==> src/burst_diag_pkg.sv <==
package burst_diag_pkg;

  // Register window
  localparam int REG_COUNT = 7;
  localparam logic [7:0] OFS_PULSE_NODE = 8'h1F;
  localparam logic [7:0] OFS_LIMIT_ONE = 8'h20;
  localparam logic [7:0] OFS_LIMIT_TWO = 8'h21;
  localparam logic [7:0] OFS_RECORD = 8'h22;
  localparam logic [7:0] OFS_FREQ_WIN = 8'h23;
  localparam logic [7:0] OFS_SAT_FERR = 8'h24;
  localparam logic [7:0] OFS_VOLT_SLEEP = 8'h25;
  localparam logic [7:0] REG_RESET = 8'h00;
  // Writable bits per slot; bit 6 of the first limit register is unused
  localparam logic [7:0] MASK_LIMIT_ONE = 8'hBF;
  localparam logic [7:0] MASK_FULL = 8'hFF;

  // Slot indices inside the window
  localparam logic [2:0] IDX_PULSE_NODE = 3'h0;
  localparam logic [2:0] IDX_LIMIT_ONE = 3'h1;
  localparam logic [2:0] IDX_LIMIT_TWO = 3'h2;
  localparam logic [2:0] IDX_RECORD = 3'h3;
  localparam logic [2:0] IDX_FREQ_WIN = 3'h4;
  localparam logic [2:0] IDX_SAT_FERR = 3'h5;
  localparam logic [2:0] IDX_VOLT_SLEEP = 3'h6;

  // Field positions
  localparam int POS_PULSE_LO = 0;
  localparam int POS_NODE_LO = 5;
  localparam int POS_LIMIT_DIS = 7;
  localparam int POS_CUR_LO = 0;
  localparam int POS_LPF_LO = 6;
  localparam int POS_REC_ONE_LO = 4;
  localparam int POS_REC_TWO_LO = 0;
  localparam int POS_WIN_LO = 4;
  localparam int POS_START_LO = 0;
  localparam int POS_FERR_LO = 5;
  localparam int POS_SAT_LO = 1;
  localparam int POS_NLS_ONE = 0;
  localparam int POS_NLS_TWO = 7;
  localparam int POS_OV_LO = 5;
  localparam int POS_SLEEP_LO = 3;
  localparam int POS_VCHK_LO = 0;

  // Decode constants
  localparam logic [8:0] CUR_BASE_MA = 9'h032;
  localparam logic [8:0] CUR_STEP_MA = 9'h007;
  localparam logic [5:0] WIN_PERIODS_PER_UNIT = 6'h03;
  // Overvoltage thresholds in tenths of a volt
  localparam logic [8:0] OV_DV_0 = 9'h07B;
  localparam logic [8:0] OV_DV_1 = 9'h0B1;
  localparam logic [8:0] OV_DV_2 = 9'h0E4;
  localparam logic [8:0] OV_DV_3 = 9'h11B;

  // Timing
  localparam int unsigned CLK_MHZ = 20;
  localparam int unsigned START_UNIT_US = 100;
  localparam int unsigned START_UNIT_CYC = START_UNIT_US * CLK_MHZ;
  localparam int unsigned REC_UNIT_US = 4096;
  localparam int unsigned REC_UNIT_CYC = REC_UNIT_US * CLK_MHZ;
  localparam int unsigned SLEEP_MS_0 = 250;
  localparam int unsigned SLEEP_MS_1 = 500;
  localparam int unsigned SLEEP_MS_2 = 1000;
  localparam int unsigned SLEEP_MS_3 = 4000;
  localparam int unsigned SLEEP_CYC_0 = SLEEP_MS_0 * CLK_MHZ * 1000;
  localparam int unsigned SLEEP_CYC_1 = SLEEP_MS_1 * CLK_MHZ * 1000;
  localparam int unsigned SLEEP_CYC_2 = SLEEP_MS_2 * CLK_MHZ * 1000;
  localparam int unsigned SLEEP_CYC_3 = SLEEP_MS_3 * CLK_MHZ * 1000;

  typedef struct packed {
    logic [7:0] addr;
    logic [7:0] wdata;
    logic wr;
    logic rd;
  } bus_req_t;

  typedef struct packed {
    logic [2:0] idx;
    logic hit;
  } slot_t;

  typedef struct packed {
    logic [4:0] second_preset_pulse_count;
    logic second_preset_single_pulse_a;
    logic [2:0] node_address;
    logic current_limit_enable;
    logic [8:0] first_preset_limit_ma;
    logic [8:0] second_preset_limit_ma;
    logic [2:0] lowpass_cutoff_khz;
    logic [5:0] freq_check_window_periods;
    logic freq_check_enable;
    logic [3:0] freq_check_error_limit_us;
    logic [3:0] saturation_level;
    logic first_preset_nonlinear_enable;
    logic second_preset_nonlinear_enable;
    logic [8:0] supply_overvoltage_dv;
    logic [3:0] voltage_check_limit;
  } cfg_t;

endpackage

==> src/burst_diag_config_regs.sv <==
`timescale 1ns/1ps
`default_nettype none

module burst_diag_config_regs
  import burst_diag_pkg::*;
#(
  parameter int unsigned SLEEP_CYC_SEL0 = SLEEP_CYC_0,
  parameter int unsigned SLEEP_CYC_SEL1 = SLEEP_CYC_1,
  parameter int unsigned SLEEP_CYC_SEL2 = SLEEP_CYC_2,
  parameter int unsigned SLEEP_CYC_SEL3 = SLEEP_CYC_3,
  parameter int unsigned REC_UNIT_CYCLES = REC_UNIT_CYC
) (
  input wire logic clk_in,
  input wire logic reset_n_in,
  input wire bus_req_t bus_in,
  output var logic [7:0] rdata_out,
  input wire logic burst_end_in,
  input wire logic record_start_in,
  input wire logic record_preset_two_in,
  input wire logic activity_in,
  input wire logic sleep_mode_enable_in,
  output var cfg_t cfg_out,
  output var logic freq_check_start_out,
  output var logic record_active_out,
  output var logic sleep_request_out
);

  // Maps a bus address onto a slot of the window
  function automatic slot_t reg_slot(input logic [7:0] a);
    slot_t s;
    logic [7:0] rel;
    rel = a - OFS_PULSE_NODE;
    s.hit = (a >= OFS_PULSE_NODE) && (a <= OFS_VOLT_SLEEP);
    s.idx = rel[2:0];
    return s;
  endfunction

  // Idle time for each sleep select code
  function automatic logic [31:0] sleep_limit(input logic [1:0] sel);
    logic [31:0] v;
    case (sel)
      2'h0: v = SLEEP_CYC_SEL0;
      2'h1: v = SLEEP_CYC_SEL1;
      2'h2: v = SLEEP_CYC_SEL2;
      2'h3: v = SLEEP_CYC_SEL3;
      default: v = SLEEP_CYC_SEL0;
    endcase
    return v;
  endfunction

  logic [1:0] rst_sync_r;
  logic rst_n;
  logic [7:0] reg_r [REG_COUNT];
  slot_t wr_slot;
  slot_t rd_slot;
  logic [7:0] read_value;
  cfg_t cfg_nxt;
  logic [15:0] start_cnt_r;
  logic start_armed_r;
  logic [23:0] rec_cnt_r;
  logic [4:0] rec_units;
  logic [31:0] sleep_cnt_r;

  // Reset release through two stages; assertion stays asynchronous
  always_ff @(posedge clk_in or negedge reset_n_in) begin
    if (!reset_n_in) begin
      rst_sync_r <= 2'h0;
    end else begin
      rst_sync_r <= {rst_sync_r[0], 1'b1};
    end
  end
  assign rst_n = rst_sync_r[1];

  assign wr_slot = reg_slot(bus_in.addr);
  assign rd_slot = reg_slot(bus_in.addr);

  // One flop bank per slot; only writable bits take bus data
  for (genvar g = 0; g < REG_COUNT; g++) begin : g_slot
    localparam logic [7:0] WMASK =
      (g == int'(IDX_LIMIT_ONE)) ? MASK_LIMIT_ONE : MASK_FULL;
    always_ff @(posedge clk_in or negedge rst_n) begin
      if (!rst_n) begin
        reg_r[g] <= REG_RESET;
      end else if (bus_in.wr && wr_slot.hit &&
                   (wr_slot.idx == 3'(g))) begin
        reg_r[g] <= bus_in.wdata & WMASK;
      end
    end
  end

  // Unmapped addresses read back as zero
  always_comb begin
    read_value = 8'h00;
    if (rd_slot.hit) begin
      read_value = reg_r[rd_slot.idx];
    end
  end

  // Read data stands in the cycle after the strobe only
  always_ff @(posedge clk_in or negedge rst_n) begin
    if (!rst_n) begin
      rdata_out <= 8'h00;
    end else if (bus_in.rd) begin
      rdata_out <= read_value;
    end else begin
      rdata_out <= 8'h00;
    end
  end

  // Field decode into engineering values
  always_comb begin
    logic [7:0] r0;
    logic [7:0] r1;
    logic [7:0] r2;
    logic [7:0] r4;
    logic [7:0] r5;
    logic [7:0] r6;
    r0 = reg_r[IDX_PULSE_NODE];
    r1 = reg_r[IDX_LIMIT_ONE];
    r2 = reg_r[IDX_LIMIT_TWO];
    r4 = reg_r[IDX_FREQ_WIN];
    r5 = reg_r[IDX_SAT_FERR];
    r6 = reg_r[IDX_VOLT_SLEEP];
    cfg_nxt = '0;
    cfg_nxt.second_preset_pulse_count = r0[POS_PULSE_LO +: 5];
    cfg_nxt.second_preset_single_pulse_a = (r0[POS_PULSE_LO +: 5] == 5'h00);
    cfg_nxt.node_address = r0[POS_NODE_LO +: 3];
    cfg_nxt.current_limit_enable = !r1[POS_LIMIT_DIS];
    cfg_nxt.first_preset_limit_ma =
      9'(r1[POS_CUR_LO +: 6]) * CUR_STEP_MA + CUR_BASE_MA;
    cfg_nxt.second_preset_limit_ma =
      9'(r2[POS_CUR_LO +: 6]) * CUR_STEP_MA + CUR_BASE_MA;
    cfg_nxt.lowpass_cutoff_khz = 3'(r2[POS_LPF_LO +: 2]) + 3'h1;
    cfg_nxt.freq_check_window_periods =
      6'(r4[POS_WIN_LO +: 4]) * WIN_PERIODS_PER_UNIT;
    cfg_nxt.freq_check_enable = (r4[POS_WIN_LO +: 4] != 4'h0);
    cfg_nxt.freq_check_error_limit_us = 4'(r5[POS_FERR_LO +: 3]) + 4'h1;
    cfg_nxt.saturation_level = r5[POS_SAT_LO +: 4];
    cfg_nxt.first_preset_nonlinear_enable = r5[POS_NLS_ONE];
    cfg_nxt.second_preset_nonlinear_enable = r6[POS_NLS_TWO];
    case (r6[POS_OV_LO +: 2])
      2'h0: cfg_nxt.supply_overvoltage_dv = OV_DV_0;
      2'h1: cfg_nxt.supply_overvoltage_dv = OV_DV_1;
      2'h2: cfg_nxt.supply_overvoltage_dv = OV_DV_2;
      2'h3: cfg_nxt.supply_overvoltage_dv = OV_DV_3;
      default: cfg_nxt.supply_overvoltage_dv = OV_DV_0;
    endcase
    cfg_nxt.voltage_check_limit = 4'(r6[POS_VCHK_LO +: 3]) + 4'h1;
  end

  // Decoded values are registered so outputs leave straight from flops
  always_ff @(posedge clk_in or negedge rst_n) begin
    if (!rst_n) begin
      cfg_out <= '0;
    end else begin
      cfg_out <= cfg_nxt;
    end
  end

  // Frequency check start delay, armed by the burst end pulse
  always_ff @(posedge clk_in or negedge rst_n) begin
    if (!rst_n) begin
      start_cnt_r <= 16'h0000;
      start_armed_r <= 1'b0;
      freq_check_start_out <= 1'b0;
    end else begin
      freq_check_start_out <= 1'b0;
      if (burst_end_in) begin
        // load delay in 100 us units
        start_cnt_r <= 16'(32'(reg_r[IDX_FREQ_WIN][POS_START_LO +: 4]) *
                           START_UNIT_CYC);
        start_armed_r <= (reg_r[IDX_FREQ_WIN][POS_WIN_LO +: 4] != 4'h0);
      end else if (start_armed_r) begin
        if (start_cnt_r == 16'h0000) begin
          freq_check_start_out <= 1'b1;
          start_armed_r <= 1'b0;
        end else begin
          start_cnt_r <= start_cnt_r - 16'h0001;
        end
      end
    end
  end

  assign rec_units = record_preset_two_in ?
    5'(reg_r[IDX_RECORD][POS_REC_TWO_LO +: 4]) + 5'h01 :
    5'(reg_r[IDX_RECORD][POS_REC_ONE_LO +: 4]) + 5'h01;

  // Record window; a new start restarts it with the current length
  always_ff @(posedge clk_in or negedge rst_n) begin
    if (!rst_n) begin
      rec_cnt_r <= 24'h000000;
      record_active_out <= 1'b0;
    end else if (record_start_in) begin
      rec_cnt_r <= 24'(32'(rec_units) * REC_UNIT_CYCLES - 32'h1);
      record_active_out <= 1'b1;
    end else if (record_active_out) begin
      if (rec_cnt_r == 24'h000000) begin
        record_active_out <= 1'b0;
      end else begin
        rec_cnt_r <= rec_cnt_r - 24'h000001;
      end
    end
  end

  // Idle timer; any activity or a cleared enable restarts it
  always_ff @(posedge clk_in or negedge rst_n) begin
    if (!rst_n) begin
      sleep_cnt_r <= 32'h00000000;
      sleep_request_out <= 1'b0;
    end else if (!sleep_mode_enable_in || activity_in) begin
      sleep_cnt_r <= 32'h00000000;
      sleep_request_out <= 1'b0;
    end else if (!sleep_request_out) begin
      if (sleep_cnt_r >=
          sleep_limit(reg_r[IDX_VOLT_SLEEP][POS_SLEEP_LO +: 2]) - 32'h1) begin
        sleep_request_out <= 1'b1;
      end else begin
        sleep_cnt_r <= sleep_cnt_r + 32'h00000001;
      end
    end
  end
endmodule

`default_nettype wire

==> config.mk <==
export PLATFORM = sky130hd
export DESIGN_NAME = burst_diag_config_regs
export DESIGN_NICKNAME = d
export VERILOG_FILES = /design/src/burst_diag_pkg.sv /design/src/burst_diag_config_regs.sv
export SDC_FILE = /design/constraint.sdc
export NUM_CORES = 1
export LEC_CHECK = 0
export BUFFER_PORTS_ARGS = -buffer_cell sky130_fd_sc_hd__buf_2
export CAP_MARGIN = 30
export CORE_ASPECT_RATIO = 1.25
export CORE_UTILIZATION = 29
export DETAILED_ROUTE_END_ITERATION = 6
export PLACE_DENSITY = 0.53
export SYNTH_ARGS = -nofsm -noshare
export SYNTH_HDL_FRONTEND = slang
export SYNTH_SLANG_ARGS = --single-unit
==> constraint.sdc <==
create_clock -name clk_in -period 15.75 [get_ports clk_in]
set_clock_uncertainty 0.2 [all_clocks]
set_input_delay 1.575 -clock clk_in [delete_from_list [all_inputs] [get_ports clk_in]]
set_output_delay 1.575 -clock clk_in [all_outputs]
set_load 0.05 [all_outputs]
==> reports/qor.csv, run 1 <==
metric,value,unit
synthFlopType,dfrtp_1,
rr_endpoint,sleep_cnt_r[27],
fp.dieH,221,um
layout_common_cells,"dfrtp_1, ha_1, buf_2",
ctsResizeCount,0,
viasPerCell,4.85,
grt_pass1_wl,42400,um
layout_commonest_cell,dfrtp_1,
dieArea,39100,um^2
grt_usage,0.140,
area_delta_synth_final,14.4,%
slew_viol_final,0,
synth-seq-cells,200,
antenna_left,0,
clock_path_buffers,2,
power,1260,uW
p_leak,0.00611,uW
core,37500,um^2
finalSetupViolations,0,
crit_fanout,6,
cts.root.buffer_cell,clkbuf_16,
grt_pass1_vias,7985,
path_clk_slew,80,ps
clkLatencyLatePin,450,ps
relSlewSlack,0.398,
multiInputGateArea,5660,um^2
num_antenna_cells,0,
firstDrtPassIters,5,
syn_area_per_cell,11.1,um^2
status,"finished, final reports clean",
fill_cells,3796,
cap_viol_max_count,0,
grt_max_degree,74,
ff2ff_path_depth,9,
worst_pin_slew,902,ps
drt_iter0_drc,435,
via_count,7695,
clock.fmax,230,MHz
setup_ws,11410,ps
yosys_warnings,0,
dpl_worst_slack,10970,ps
rrSetupSlack,11960,ps
worstPathArrival,4550,ps
start_util,0.296,
htree_num_levels,4,
drive_above_1_share,0.192,
die_w,177,um
nets,1232,
synth_cells,996,
crit_required,15950,ps
synth_edf_count,0,
routed_wl,25800,um
p_per_area,99.1,nW/um^2
port-buffer-count,96,
fin_area,12700,um^2
cp-end-kind,flop,
hold_class,flop to async pin,
cts_tree,built,
route.detailed.drc,0,
min_period,4340,ps
rsz0062_at_grt,false,
rows,79,
synthArstFlopShare,1.00,
dp_hpwl,18900,um
pin_count,97,
numCtsBuffers,17,
wl_per_cell,16.2,um
ir_drop,80.6,uV
register_area,5010,um^2
tns,0,ps
ys_types,63,
placed_cell_area,12100,um^2
critPathLaunchType,input port,
cts.sinks,200,
timing.rr.start,reg_r[4],
finalCritPeriodShare,0.276,
worst-setup-path-type,input port to flop,
syn_area,11100,um^2
gp_congestion,0.813,
antenna_found_initial,0,
finalHoldViolations,0,
seq_area_frac_synth,0.451,
overflow,0,
-- kinds of logic (layout without fill, tap and decap cells) --
| kind of cell | after synthesis | after routing | share of synthesized area |
|---|---|---|---|
| AND/OR/NAND/NOR | 269 | 269 | 0.128 |
| flip-flops | 200 | 200 | 0.451 |
| AO/OA/AOI/OAI | 147 | 147 | 0.0917 |
| adder cells (fa/ha/maj) | 119 | 119 | 0.147 |
| buffers and inverters | 111 | 213 | 0.0400 |
| multiplexers | 88 | 88 | 0.0937 |
| XOR/XNOR | 61 | 61 | 0.0481 |
| other | 1 | 4 | 0.000338 |
-- worst max path at each step --
stage                                     from       endpoint  slack (ps)  cells past startpoint
after floorplan                  rst_sync_r[1]    cfg_nxt[13]        9560                      0
after global placement    record_preset_two_in  rec_cnt_r[21]       11140                     14
after detailed placement  record_preset_two_in  rec_cnt_r[21]       10970                     14
after CTS                 record_preset_two_in  rec_cnt_r[21]       11460                     14
after global routing      record_preset_two_in  rec_cnt_r[21]       11150                     14
final                     record_preset_two_in  rec_cnt_r[21]       11410                     14
-- state kept, by name, indices dropped and copies added, names as in the netlist --
name	flops
cfg_out	59
reg_r	41
sleep_cnt_r	32
rec_cnt_r	24
start_cnt_r	16
cfg_nxt	14
rdata_out	8
rst_sync_r	2
freq_check_start_out	1
record_active_out	1
sleep_request_out	1
start_armed_r	1
-- timing repair --
item,4_1_cts,5_1_grt
hold buffers,0,1
endpoints found under the hold margin,0,6
setup buffers,0,0
-- critical path, stage by stage --
cell	delay (ps)
buf_2	150
mux2i_1	440
inv_1	140
ha_1	230
xnor2_1	220
ha_1	190
ha_1	140
inv_1	50
fa_1	540
nor2b_1	140
nand4_1	110
o2bb2a_1	320
a21boi_0	170
o21a_1	130
-- cell type report --
| class | instances | share of cell area |
|---|---|---|
| clock buffers | 18 | 0.0338 |
| multi-input cells | 688 | 0.446 |
| flip-flops and latches | 200 | 0.395 |
| repair buffers | 104 | 0.0441 |
| inverters | 77 | 0.0228 |
| clock inverters | 14 | 0.0109 |
| well taps | 486 | 0.0479 |
-- cell usage after synthesis, drive strengths merged (16+ instances only) --
cell	count	area [um^2]
xor2	25	219
or4	19	155
nor3	16	85.1
dfrtp	200	5000
xnor2	36	315
inv	77	289
nor2	51	191
nand3	19	100
a21oi	39	195
mux2	57	642
ha	100	1250
nand2	63	236
clkbuf	21	78.8
nand2b	21	131
nand4	23	144
fa	19	380
mux2i	24	240
o21ai	25	125
-- stage by stage --
step,std cells,util,hold WS (ps)
2_1_floorplan,999,-,131
3_3_place_gp,1552,0.323,141
3_5_place_dp,1553,0.323,139
4_1_cts,1585,0.338,159
5_1_grt,1587,0.339,172
6_report,1587,0.339,131
-- power by group --
group | switching [uW] | total (uW) | internal (uW)
clock network | 218 | 428 | 210
registers | 30.5 | 580 | 549
logic | 165 | 250 | 84.9
total | 414 | 1260 | 844
-- routing by layer --
layer	global-route usage	routed length, um	vias up
met5	0	0	-
met4	0.0394	306	0
met3	0.0246	559	19
met2	0.250	13500	88
met1	0.170	11400	3869
li1	-	-	3719
Power figures use the tool's default switching activity.
==> run 2: changes to the inputs <==
- ABC_AREA: unset -> 1
- clock period: 15.75 -> 4.3 ns (I/O delays scaled with it)
==> reports/qor.csv, run 2 <==
metric,value,unit
fp.dieH,230,um
synthFlopType,dfrtp_1,
worst_pin_slew,983,ps
yosysMostFrequentCell,nand2_1,
seq_area_frac_synth,0.414,
crit_path_frequent_cell,inv_1,
cpPeakStageDelay,470,ps
worstPathArrival,3380,ps
largest_register,cfg_out,
ys_types,46,
top_regs,"cfg_out (59), reg_r (41), sleep_cnt_r (32)",
tns,0,ps
yosys.area.top_type_share,0.414,
dieArea,42500,um^2
layout_common_cells,"nand2_1, dfrtp_1, inv_1",
start_util,0.294,
cts_tree,built,
synth_top_area_cell,dfrtp_1,
pwr-share-clk,0.303,
ctsResizeCount,0,
synth_cells,1500,
cts.root.buffer_cell,clkbuf_16,
netSwitchingFraction,0.390,
clkLatencyLatePin,460,ps
relSlewSlack,0.343,
antenna_found_initial,0,
htree_num_levels,4,
hold_class,input port to async pin,
overflow,0,
critPathLaunchType,flop,
num_antenna_cells,0,
p_per_area,409,nW/um^2
via_count,9946,
synthTopCellsByArea,"dfrtp_1, nand2_1, ha_1",
combinationalPowerShare,0.289,
dp_hpwl,23000,um
grt_max_degree,106,
finalHoldViolations,0,
clock.fmax,313,MHz
ir_drop,354,uV
port-buffer-count,96,
grt_usage,0.156,
cts.sinks,200,
p_sw,2200,uW
clock_path_buffers,2,
finalCritPeriodShare,0.742,
cts_setup_buffers,0,
antenna_left,0,
largest_reg_flops,59,
status,"finished, final reports clean",
rows,83,
drive_above_1_share,0.109,
area_delta_synth_final,14.1,%
finalSetupViolations,0,
synthArstFlopShare,1.00,
intPower,3440,uW
slew_viol_final,0,
p_leak,0.00701,uW
yosys_warnings,0,
route.detailed.drc,0,
cp-end-kind,flop,
nets,1727,
core,41100,um^2
viasPerCell,4.63,
pin_count,97,
routed_wl,31300,um
crit_slowest_cell,fa_1,
drt_iter0_drc,672,
synth-seq-cells,200,
worst-setup-path-type,flop to flop,
seq_power_share,0.408,
synth_edf_count,0,
dp.cells,2115,
path_cells,inv_1 -> o21ai_1 -> ha_1 -> inv_1 -> xor2_1 -> inv_1 -> ha_1 -> inv_1 -> fa_1 -> xor2_1 -> nand3_1 -> nor2_1 -> nor2_1 -> a21oi_1,
crit_fanout,8,
min_period,3190,ps
cap_viol_max_count,0,
grt_pass1_vias,9868,
grt_pass1_wl,52100,um
synthTopCellsByCount,"nand2_1, dfrtp_1, inv_1",
rsz0062_at_grt,false,
layout.cells.non_filler,2148,
firstDrtPassIters,5,
syn_area,12100,um^2
die_w,185,um
numCtsBuffers,17,
gp_congestion,0.854,
wl_per_cell,14.6,um
crit_required,4490,ps
syn_area_per_cell,8.06,um^2
layout_commonest_cell,nand2_1,
path_clk_slew,90,ps
[run 2: final cells by class]
class | count | area, um^2
multi-input cells | 1065 | 6180
flip-flops and latches | 200 | 5010
well taps | 552 | 691
fillers | 4420 | 27300
clock inverters | 15 | 199
inverters | 194 | 728
repair buffers | 105 | 571
clock buffers | 17 | 425
[run 2: per-stage QoR]
step | setup WS [ps] | hold WS (ps) | total power, uW | utilization | area (um^2)
after CTS | 1130 | 50.1 | 5720 | 0.336 | 13800
after floorplan | 805 | -65.6 | 3550 | - | 12100
after detailed placement | 944 | 18.3 | 3980 | 0.320 | 13200
after global routing | 846 | 71.5 | 6020 | 0.336 | 13800
final | 1110 | 76.1 | 5650 | 0.336 | 13800
after global placement | 955 | 18.8 | 3960 | 0.320 | 13200
[run 2: path summary, 6_finish.rpt]
path                                from                    to  slack (ps)  cells past startpoint
max                            reg_r[28]         rec_cnt_r[23]        1110                     14
min in group clk_in         burst_end_in  freq_check_start_out         120                      2
max reg2reg                    reg_r[28]         rec_cnt_r[23]        1110                     14
max in group asynchronous  rst_sync_r[1]       start_cnt_r[15]        2680                      1
min reg2reg                rst_sync_r[1]          rdata_out[4]         160                      0
min                           reset_n_in         rst_sync_r[1]          80                      2
[run 2: worst max-delay path: cells and delay by family (launching register included)]
| family | cells | cell delay [ps] |
|---|---|---|
| compound gates | 2 | 590 |
| xor+xnor | 2 | 420 |
| fa+ha+maj | 3 | 980 |
| buf+inv | 4 | 230 |
| flops | 1 | 370 |
| simple gates | 3 | 310 |
[run 2: power groups by stage]
stage	registers [uW]	clock network (uW)	logic, uW
global placement	2340	0	1620
detailed placement	2340	0	1640
floorplan	2690	0	862
global route	2350	1840	1840
finish	2310	1710	1630
CTS	2310	1760	1650
[run 2: routing by layer]
layer  track usage  routed length, um
met4        0.0545                677
met3        0.0216                868
met1         0.197              14100
met5             0                  0
met2         0.269              15700
[run 2: cell families (layout without fill, tap and decap cells)]
group                    after synthesis  in the layout  synth area share
adder cells (fa/ha/maj)              119            119             0.135
flip-flops                           200            200             0.414
AND/OR/NAND/NOR                      708            708             0.253
multiplexers                           2              2           0.00176
XOR/XNOR                              44             44            0.0319
AO/OA/AOI/OAI                        188            188            0.0874
other                                  1              4          0.000310
buffers and inverters                238            331            0.0775
[run 2: timing repair]
| action | CTS | global route |
|---|---|---|
| endpoints found under the setup margin | 0 | 0 |
| hold buffers | 1 | 0 |
| hold endpoints to repair | 2 | 0 |
==> run 3: changes to the inputs <==
- ABC_AREA: 1 -> 0
- PLACE_DENSITY: 0.53 -> 0.54
- clock period: 4.3 -> 2.75 ns (I/O delays scaled with it)
==> reports/qor.csv, run 3 (same netlist as run 1, synthesis figures left out) <==
metric,value,unit
status,finished with violations,
violations,"negative hold slack, negative setup slack",
clock_path_buffers,2,
slew_viol_final,0,
cap_viol_max_count,0,
rows,79,
p_per_area,517,nW/um^2
overflow,0,
dp_hpwl,19600,um
holdWs,-0.103,ps
worst_pin_slew,781,ps
finalSetupViolations,30,
hold_class,input port to flop,
p_leak,0.00696,uW
grt_usage,0.148,
antenna_found_initial,1,
dieArea,39100,um^2
post-route-util,0.402,
htree_num_levels,4,
core,37500,um^2
nets,1369,
drive_above_1_share,0.369,
cts.root.buffer_cell,clkbuf_16,
routed_wl,28300,um
firstDrtPassIters,6,
ir_drop,426,uV
critPathLaunchType,flop,
crit_fanout,6,
relSlewSlack,0.477,
drt_iter0_drc,417,
min_period,2970,ps
fill_cells,3527,
viasPerCell,4.82,
clock.fmax,337,MHz
grt_pass1_wl,45300,um
route.detailed.drc,0,
rsz0062_at_grt,true,
port-buffer-count,96,
clkLatencyLatePin,480,ps
grt_max_degree,51,
top_regs,"cfg_out (59), reg_r (41), sleep_cnt_r (32)",
grt_pass1_vias,8672,
worst-setup-path-type,flop to flop,
largest_reg_flops,59,
fp.dieH,221,um
cts_tree,built,
numCtsBuffers,17,
cts.sinks,200,
num_antenna_cells,0,
finalCritPeriodShare,1.08,
fin_area,15100,um^2
layout_common_cells,"dfrtp_1, buf_4, buf_2",
layout.cells.non_filler,1724,
finalHoldViolations,1,
antenna_left,0,
die_w,177,um
cp-end-kind,flop,
wl_per_cell,16.4,um
placed_cell_area,13000,um^2
layout_commonest_cell,dfrtp_1,
pin_count,97,
gp_congestion,0.814,
area_delta_synth_final,35.8,%
worstPathArrival,3160,ps
start_util,0.296,
power,7800,uW
path_clk_slew,80,ps
dp.cells,1648,
via_count,8308,
setup_ws,-216,ps
crit_required,2940,ps
largest_register,cfg_out,
run 3: final cells by class:
type	count	area, um^2	share of cell area
clock buffers	17	425	0.0282
clock inverters	15	219	0.0145
inverters	77	299	0.0198
multi-input cells	689	6650	0.441
flip-flops and latches	200	5020	0.333
well taps	486	608	0.0403
repair buffers	240	1850	0.123
run 3: routing by layer:
layer  part of all wire  global-route usage  vias up
li1                   -                   -     4003
met1               0.44               0.186     4117
met2               0.51               0.251      153
met3              0.028              0.0213       35
met4              0.026              0.0687        0
met5                  0                   0        -
run 3: where the power goes:
group / total, uW / leakage, uW / internal, uW / switching [uW]
combinational: 1770 / 0.00405 / 721 / 1050
sequential: 3320 / 0.00259 / 3150 / 174
clock: 2710 / 0.000308 / 1280 / 1430
total: 7800 / 0.00696 / 5150 / 2650
run 3: per-stage QoR:
stage               setup slack (ps)  setup TNS, ps
finish                          -216          -3340
global placement                -211          -3510
CTS                             -191          -3620
detailed placement              -302          -6270
floorplan                       -158           -723
global route                    -317          -6530
run 3: worst paths after layout:
path | startpoint | slack (ps) | endpoint | cells after the start
hold / removal | record_start_in | -0.1 | rec_cnt_r[21] | 3
min in group asynchronous | rst_sync_r[1] | 160 | cfg_nxt[16] | 0
setup reg to reg | reg_r[3] | -220 | sleep_cnt_r[6] | 12
setup / recovery | reg_r[3] | -220 | sleep_cnt_r[6] | 12
hold reg to reg | rst_sync_r[1] | 160 | cfg_nxt[16] | 0
max in group asynchronous | rst_sync_r[1] | 1440 | reg_r[43] | 1
run 3: what timing repair did:
item                                    4_1_cts  5_1_grt
endpoints found under the hold margin        50        4
hold buffers                                 11        2
setup buffers                                12       17
gates cloned                                  5        1
gates resized for setup                     110       77
endpoints found under the setup margin       40       50
pin swaps                                    51       40
run 3: critical path: stages (launching register included):
cell       delay, ps
dfrtp_2          440
clkinv_4         100
buf_12           100
ha_4             130
inv_4             40
ha_4             140
a21o_1           140
a21o_1           200
a2111oi_4        380
nand3_4          180
buf_8            190
or4_4            520
a21oi_2          140
